===== src/core/fscr_pkg.sv =====
// Overview of operation
// - security register reads, ignores all writes
// - security byte loaded during reset sequence
// - double fault on load sets all bits
// - backdoor key enabled only for 10
// - unsecured only when lock field 10
// - backdoor unlock forces lock field 10
// - index selects command object word
// - index register: only index bits live
// - factory test register reads zero, ignores writes
// - config: only bits 7,4,1,0 live
// - command done interrupt when enabled and flag
// - ignore bit suppresses single fault reporting
// - force double: every read sets flag
// - force single: every read sets flag unless ignore bit set
// - capture updates only on genuine faults
// - force bits stay until written zero
// - unforced: flags set only on real faults
// - done flag low while command executes
// - double fault interrupt when enabled and flag
package fscr_pkg;

	// ==========================================================
	// register offsets
	localparam logic [7:0] lock_state_register_off = 8'h01;
	localparam logic [7:0] command_word_index_off = 8'h02;
	localparam logic [7:0] factory_test_reserved_off = 8'h03;
	localparam logic [7:0] flash_config_control_off = 8'h04;
	localparam logic [7:0] command_status_register_off = 8'h05;
	localparam logic [7:0] error_config_register_off = 8'h06;
	localparam logic [7:0] error_status_register_off = 8'h07;

	// ==========================================================
	// field positions
	localparam int key_enable_hi = 7;
	localparam int key_enable_lo = 6;
	localparam int lock_field_hi = 1;
	localparam int lock_field_lo = 0;
	localparam int cmd_done_irq_enable_bit = 7;
	localparam int ignore_single_fault_bit = 4;
	localparam int force_double_fault_bit = 1;
	localparam int force_single_fault_bit = 0;
	localparam int cmd_done_flag_bit = 7;
	localparam int double_fault_bit = 1;
	localparam int single_fault_bit = 0;

	// ==========================================================
	// encodings and reset values
	localparam logic [1:0] field_open_code = 2'h2;
	localparam logic [7:0] lock_state_all_ones = 8'hff;
	localparam logic [7:0] lock_state_reset = 8'hff;
	localparam logic [7:0] config_reset = 8'h00;
	localparam logic [7:0] err_config_reset = 8'h00;
	localparam logic [7:0] err_status_reset = 8'h00;
	localparam logic [7:0] read_zero = 8'h00;

endpackage


===== src/core/fscr_regs.sv =====
`timescale 1ns/1ps
module fscr_regs
#(
	parameter int index_width = 3
)
(
	// clock and reset
	input wire logic core_clk,
	input wire logic arst_n,
	// register port
	input wire logic [7:0] reg_addr,
	input wire logic [7:0] reg_wdata,
	input wire logic reg_wr,
	input wire logic reg_rd,
	output logic [7:0] reg_rdata,
	// security byte load during reset sequence
	input wire logic sec_load,
	input wire logic [7:0] sec_byte,
	input wire logic sec_load_dbl_fault,
	input wire logic backdoor_unlock,
	// command logic
	input wire logic cmd_busy,
	output logic [index_width-1:0] command_word_select,
	output logic secured,
	output logic backdoor_key_enabled,
	// array read path
	input wire logic array_rd,
	input wire logic array_dbl_err,
	input wire logic array_sgl_err,
	output logic ecc_capture_load,
	// interrupt requests
	output logic cmd_done_irq,
	output logic double_fault_irq,
	output logic single_fault_irq,
	// configuration levels
	output logic force_double_fault,
	output logic force_single_fault,
	output logic ignore_single_fault
);
	import fscr_pkg::*;

	// ==========================================================
	// helpers
	function automatic logic field_is_open(input logic [1:0] f);
		field_is_open = (f == field_open_code);
	endfunction

	logic [7:0] lock_state_reg;
	logic [index_width-1:0] index_reg;
	logic [7:0] config_reg;
	logic [1:0] err_config_reg;
	logic [1:0] err_status_reg;
	logic cmd_done_flag;
	logic wr_config;
	logic wr_index;
	logic wr_err_config;
	logic wr_err_status;
	logic dbl_set;
	logic sgl_set;
	logic [7:0] rdata_next;
	logic [7:0] config_mask;

	assign config_mask = (8'h01 << cmd_done_irq_enable_bit)
		| (8'h01 << ignore_single_fault_bit)
		| (8'h01 << force_double_fault_bit)
		| (8'h01 << force_single_fault_bit);

	// ==========================================================
	// write decode
	always_comb
	begin
		wr_config = 1'b0;
		wr_index = 1'b0;
		wr_err_config = 1'b0;
		wr_err_status = 1'b0;
		if (reg_wr && reg_addr == flash_config_control_off)
			wr_config = 1'b1;
		else if (reg_wr && reg_addr == command_word_index_off)
			wr_index = 1'b1;
		else if (reg_wr && reg_addr == error_config_register_off)
			wr_err_config = 1'b1;
		else if (reg_wr && reg_addr == error_status_register_off)
			wr_err_status = 1'b1;
	end

	// ==========================================================
	// security register; software writes never reach it
	always_ff @(posedge core_clk or negedge arst_n)
	begin
		if (!arst_n)
			lock_state_reg <= lock_state_reset;
		else if (sec_load)
		begin
			if (sec_load_dbl_fault)
				lock_state_reg <= lock_state_all_ones;
			else
				lock_state_reg <= sec_byte;
		end
		else if (backdoor_unlock)
			lock_state_reg[lock_field_hi:lock_field_lo] <=
				field_open_code;
	end

	// secured until loaded, so no window opens before the byte arrives
	assign secured = !field_is_open(
		lock_state_reg[lock_field_hi:lock_field_lo]);
	assign backdoor_key_enabled = field_is_open(
		lock_state_reg[key_enable_hi:key_enable_lo]);

	// ==========================================================
	// index register
	always_ff @(posedge core_clk or negedge arst_n)
	begin
		if (!arst_n)
			index_reg <= '0;
		else if (wr_index)
			index_reg <= reg_wdata[index_width-1:0];
	end
	assign command_word_select = index_reg;

	// ==========================================================
	// configuration register
	always_ff @(posedge core_clk or negedge arst_n)
	begin
		if (!arst_n)
			config_reg <= config_reset;
		else if (wr_config)
			config_reg <= reg_wdata & config_mask;
	end
	assign force_double_fault = config_reg[force_double_fault_bit];
	assign force_single_fault = config_reg[force_single_fault_bit];
	assign ignore_single_fault = config_reg[ignore_single_fault_bit];

	// ==========================================================
	// error interrupt enables
	always_ff @(posedge core_clk or negedge arst_n)
	begin
		if (!arst_n)
			err_config_reg <= err_config_reset[1:0];
		else if (wr_err_config)
			err_config_reg <= reg_wdata[1:0];
	end

	// ==========================================================
	// fault flags; a set in the clear cycle wins
	assign dbl_set = array_rd
		&& (array_dbl_err || force_double_fault);
	// ignore hides forced and genuine single faults alike
	assign sgl_set = array_rd && !ignore_single_fault
		&& (array_sgl_err || force_single_fault);

	always_ff @(posedge core_clk or negedge arst_n)
	begin
		if (!arst_n)
			err_status_reg <= err_status_reset[1:0];
		else
		begin
			err_status_reg[double_fault_bit] <= dbl_set
				|| (err_status_reg[double_fault_bit]
				&& !(wr_err_status && reg_wdata[double_fault_bit]));
			err_status_reg[single_fault_bit] <= sgl_set
				|| (err_status_reg[single_fault_bit]
				&& !(wr_err_status && reg_wdata[single_fault_bit]));
		end
	end

	// capture follows only real faults, never forced ones
	always_ff @(posedge core_clk or negedge arst_n)
	begin
		if (!arst_n)
			ecc_capture_load <= 1'b0;
		else
			ecc_capture_load <= array_rd && (array_dbl_err
				|| (array_sgl_err && !ignore_single_fault));
	end

	// ==========================================================
	// command done and interrupt requests
	assign cmd_done_flag = !cmd_busy;
	assign cmd_done_irq = config_reg[cmd_done_irq_enable_bit]
		&& cmd_done_flag;
	assign double_fault_irq = err_config_reg[double_fault_bit]
		&& err_status_reg[double_fault_bit];
	assign single_fault_irq = err_config_reg[single_fault_bit]
		&& err_status_reg[single_fault_bit];

	// ==========================================================
	// read mux, data one cycle after the strobe
	always_comb
	begin
		rdata_next = read_zero;
		if (reg_addr == lock_state_register_off)
			rdata_next = lock_state_reg;
		else if (reg_addr == command_word_index_off)
			rdata_next[index_width-1:0] = index_reg;
		else if (reg_addr == factory_test_reserved_off)
			rdata_next = read_zero;
		else if (reg_addr == flash_config_control_off)
			rdata_next = config_reg;
		else if (reg_addr == command_status_register_off)
			rdata_next[cmd_done_flag_bit] = cmd_done_flag;
		else if (reg_addr == error_config_register_off)
			rdata_next[1:0] = err_config_reg;
		else if (reg_addr == error_status_register_off)
			rdata_next[1:0] = err_status_reg;
	end

	always_ff @(posedge core_clk or negedge arst_n)
	begin
		if (!arst_n)
			reg_rdata <= read_zero;
		else if (reg_rd)
			reg_rdata <= rdata_next;
		else
			reg_rdata <= read_zero;
	end

endmodule


===== config.mk =====
export PLATFORM = sky130hd
export DESIGN_NAME = fscr_regs
export DESIGN_NICKNAME = d
export VERILOG_FILES = /design/src/core/fscr_pkg.sv /design/src/core/fscr_regs.sv
export SDC_FILE = /design/constraint.sdc
export NUM_CORES = 1
export LEC_CHECK = 0
export BUFFER_PORTS_ARGS = -buffer_cell sky130_fd_sc_hd__buf_2
export CAP_MARGIN = 20
export CORE_UTILIZATION = 34
export DETAILED_ROUTE_END_ITERATION = 8
export HOLD_SLACK_MARGIN = 0.03
export PLACE_DENSITY = 0.58
export SLEW_MARGIN = 5
export SYNTH_ARGS = -nofsm -noshare
export SYNTH_HDL_FRONTEND = slang
export SYNTH_SLANG_ARGS = --single-unit

===== constraint.sdc =====
create_clock -name core_clk -period 1.11 [get_ports core_clk]
set_clock_uncertainty 0.15 [all_clocks]
set_input_delay 0.0555 -clock core_clk [delete_from_list [all_inputs] [get_ports core_clk]]
set_output_delay 0.0555 -clock core_clk [all_outputs]
set_load 0.05 [all_outputs]

==> results.md <==
* Post-synth EDFFs at 0
* Crit Path Class: reg2out
* Fraction of layout cells with a size suffix above 1 at 57.5%
* Hold Path Class: in2reg
* PD cells at 1060 nW/µm²
* Die height at 63.8 µm
* CTS Buf Count at 3
* GR Util All Layers at 18.8%
* Netlist cell types at 35
* Worst hold slack at -36.7 ps
* Syn Nets at 148
* NumNets Final at 250
* Detail Placement HPWL at 2350 µm
* Total die area at 4070 µm²
* I/O Pins at 55
* Largest net degree at the start of global routing at 29
* Via count at 1236
* Detail Route Antenna Nets at 0
* Worst-margin pin slew at 375 ps
* CP endpoint kind: output pin
* Skew-Pair Late Insertion Delay at 280 ps
* # port buffers at 51
* Seq/Total Area, Yosys at 54.7%
* Violated checks: negative hold slack, negative setup slack
* Critical Path AT at 1110 ps
* # setup viols final at 16
* Startpoint types: register
* #FFs+latches synth at 28
* Clk sink count at 28
* Crit path time final at 1320 ps
* Mapped Cells at 113
* Final wirelength at 3510 µm
* Initial Util at 35.5%
* Core Region at 3660 µm²
* RSZ-0062 raised after global routing: true
* CTS Hold Bufs at 21
* First-pass detailed-route iteration total at 4
* Syn Area/Cell at 11.5 µm²
* Total gr overflow at 0
* Yosys top cell area share at 38.5%
* Tcrit/Tclk final at 119%
* Post-synth ARST share at 100%
* Root Driver: clkbuf_8
* Placement Cell Area at 1760 µm²
* Syn. warnings at 0
* CTS Buffer Depth at 2
* Top cells by count, synth: dfrtp_1 (20), nor2_1 (14), mux2_2 (9)
* Crit-path slowest cell: dfstp_2
* GP Congestion at 0.835
* First-pass GRT wire length at 5710 µm
* Vias in the first global route at 1245
* Most frequent cell after synthesis: dfrtp_1
* Fin. Hold Viols at 2
* Slew Limit Fails at 0
* Leak pwr at 1.10 nW
* H-tree depth at 1
* Status: finished with violations
* CP Cell Sequence: inv_2, nor2_2, buf_6
* Mapped Area at 1300 µm²
* Vias per inst at 4.72
* Max FO, Critical Path at 2
* FP Rows at 22
* Max rail drop VDD at 591 µV
* Layout area overhead at 77.2%
* Power, Total at 2.45 mW
* Die Width at 63.8 µm
* Cell taking the most area after synthesis: dfrtp_1
* Routed len/inst at 13.4 µm
* Clock slew at reported path FFs at 90 ps
* Max_slew headroom at 75.0%
* CTS tree: done
* Design Area, Final at 2300 µm²
* Max-Cap Viols at 0
* Post-synth top flop: dfrtp_1
* Inserted Diodes at 0
* Worst EP required at 900 ps
* Ranking of synthesized cells by area: dfrtp_1 (38%), dfstp_2 (16%), mux2_2 (7.8%)
* Worst setup margin at -205 ps
* Number of DRC markers in iteration 0 at 26
* Max Freq at 0.760 GHz
* CP peak stage delay at 550 ps
* Drc violations at 0
* Initial antenna violation count at 0
## routing by layer
layer	share of wire [%]	GRT usage (%)
met5	0	0
met4	1.9	9.38
met3	3.4	3.57
met2	52	30.7
met1	43	23.7
## per-stage QoR
stage          utilization, %  setup TNS [ps]  hold slack [ps]  std cells  setup WS, ps
2_1_floorplan               -           -1890             -390        113          -174
3_3_place_gp             48.1           -4580            -79.6        227          -360
3_5_place_dp             48.1           -4860            -73.3        227          -399
4_1_cts                  61.2           -1550            -45.7        259          -231
5_1_grt                  62.9           -2280            -33.3        262          -259
6_report                 62.9           -1630            -36.7        262          -205
## worst paths after layout
check	slack [ps]	startpoint	cells after the start	endpoint
max	-210	lock_state_reg[7]$_DFFE_PN1P_	3	backdoor_key_enabled
min	-40	reg_addr[7]	3	reg_rdata[2]$_DFF_PN0_
max reg2reg	-190	err_config_reg[0]$_DFFE_PN0P_	5	reg_rdata[0]$_DFF_PN0_
min reg2reg	350	lock_state_reg[3]$_DFFE_PN1P_	2	lock_state_reg[3]$_DFFE_PN1P_
max in group asynchronous	350	arst_n	3	lock_state_reg[7]$_DFFE_PN1P_
min in group asynchronous	150	arst_n	3	err_config_reg[0]$_DFFE_PN0P_
## timing repair
action	4_1_cts	5_1_grt
gates resized for setup	43	11
pin swaps	9	6
endpoints found under the hold margin	51	3
setup endpoints to repair	22	32
cloned	0	0
buffers inserted	7	3
## cell type report
class / instances / area, µm²
Tap cell: 48 / 60.1
Clock buffer: 3 / 41.3
Multi-Input combinational cell: 81 / 642
Sequential cell: 28 / 717
Fill cell: 286 / 1360
Inverter: 1 / 3.75
Timing Repair Buffer: 100 / 810
Clock inverter: 1 / 30.0
## worst max-delay path, delay by kind of cell (launching register included)
family                 cells  cell delay [ps]
buffers and inverters      2              200
flip-flops                 1              550
AND/OR/NAND/NOR            1               80
## placed cells by master (no fill, tap or decap), types with 2 or more instances in the layout
master | synthesis | layout
nor3b_2 | 1 | 2
nand2_1 | 3 | 3
a22oi_1 | 3 | 3
buf_4 | 0 | 22
buf_8 | 0 | 5
and2_4 | 0 | 2
a21oi_1 | 6 | 6
o2bb2ai_1 | 2 | 2
nand3_2 | 0 | 2
nor2b_4 | 0 | 2
nor2_1 | 14 | 12
o22a_1 | 3 | 3
nor2b_1 | 6 | 4
nand2b_4 | 0 | 2
nand4_1 | 2 | 2
clkbuf_8 | 0 | 3
mux2i_1 | 3 | 3
nor2_2 | 0 | 2
dfrtp_1 | 20 | 15
buf_6 | 0 | 15
mux2_4 | 0 | 2
o21ai_1 | 0 | 3
nand4b_1 | 2 | 2
dfrtp_2 | 0 | 5
and2_1 | 5 | 3
dfstp_2 | 8 | 8
mux2_2 | 9 | 7
buf_2 | 1 | 36
dlygate4sd3_1 | 0 | 20
## report_power, final
| part | leakage (nW) | total, mW | internal [mW] | switching (mW) |
|---|---|---|---|---|
| sequential | 0.342 | 1.11 | 1.08 | 0.0305 |
| clock | 0.0357 | 0.806 | 0.483 | 0.323 |
| combinational | 0.721 | 0.535 | 0.280 | 0.256 |
## cell families after synthesis
family	Yosys count	share of synthesized area (%)
buffers and inverters	4	1.25
DFF	28	54.7
and+or+nand+nor	48	22.7
AOI/OAI and AO/OA	21	11.3
muxes	12	10.1
Power figures use the tool's default switching activity.
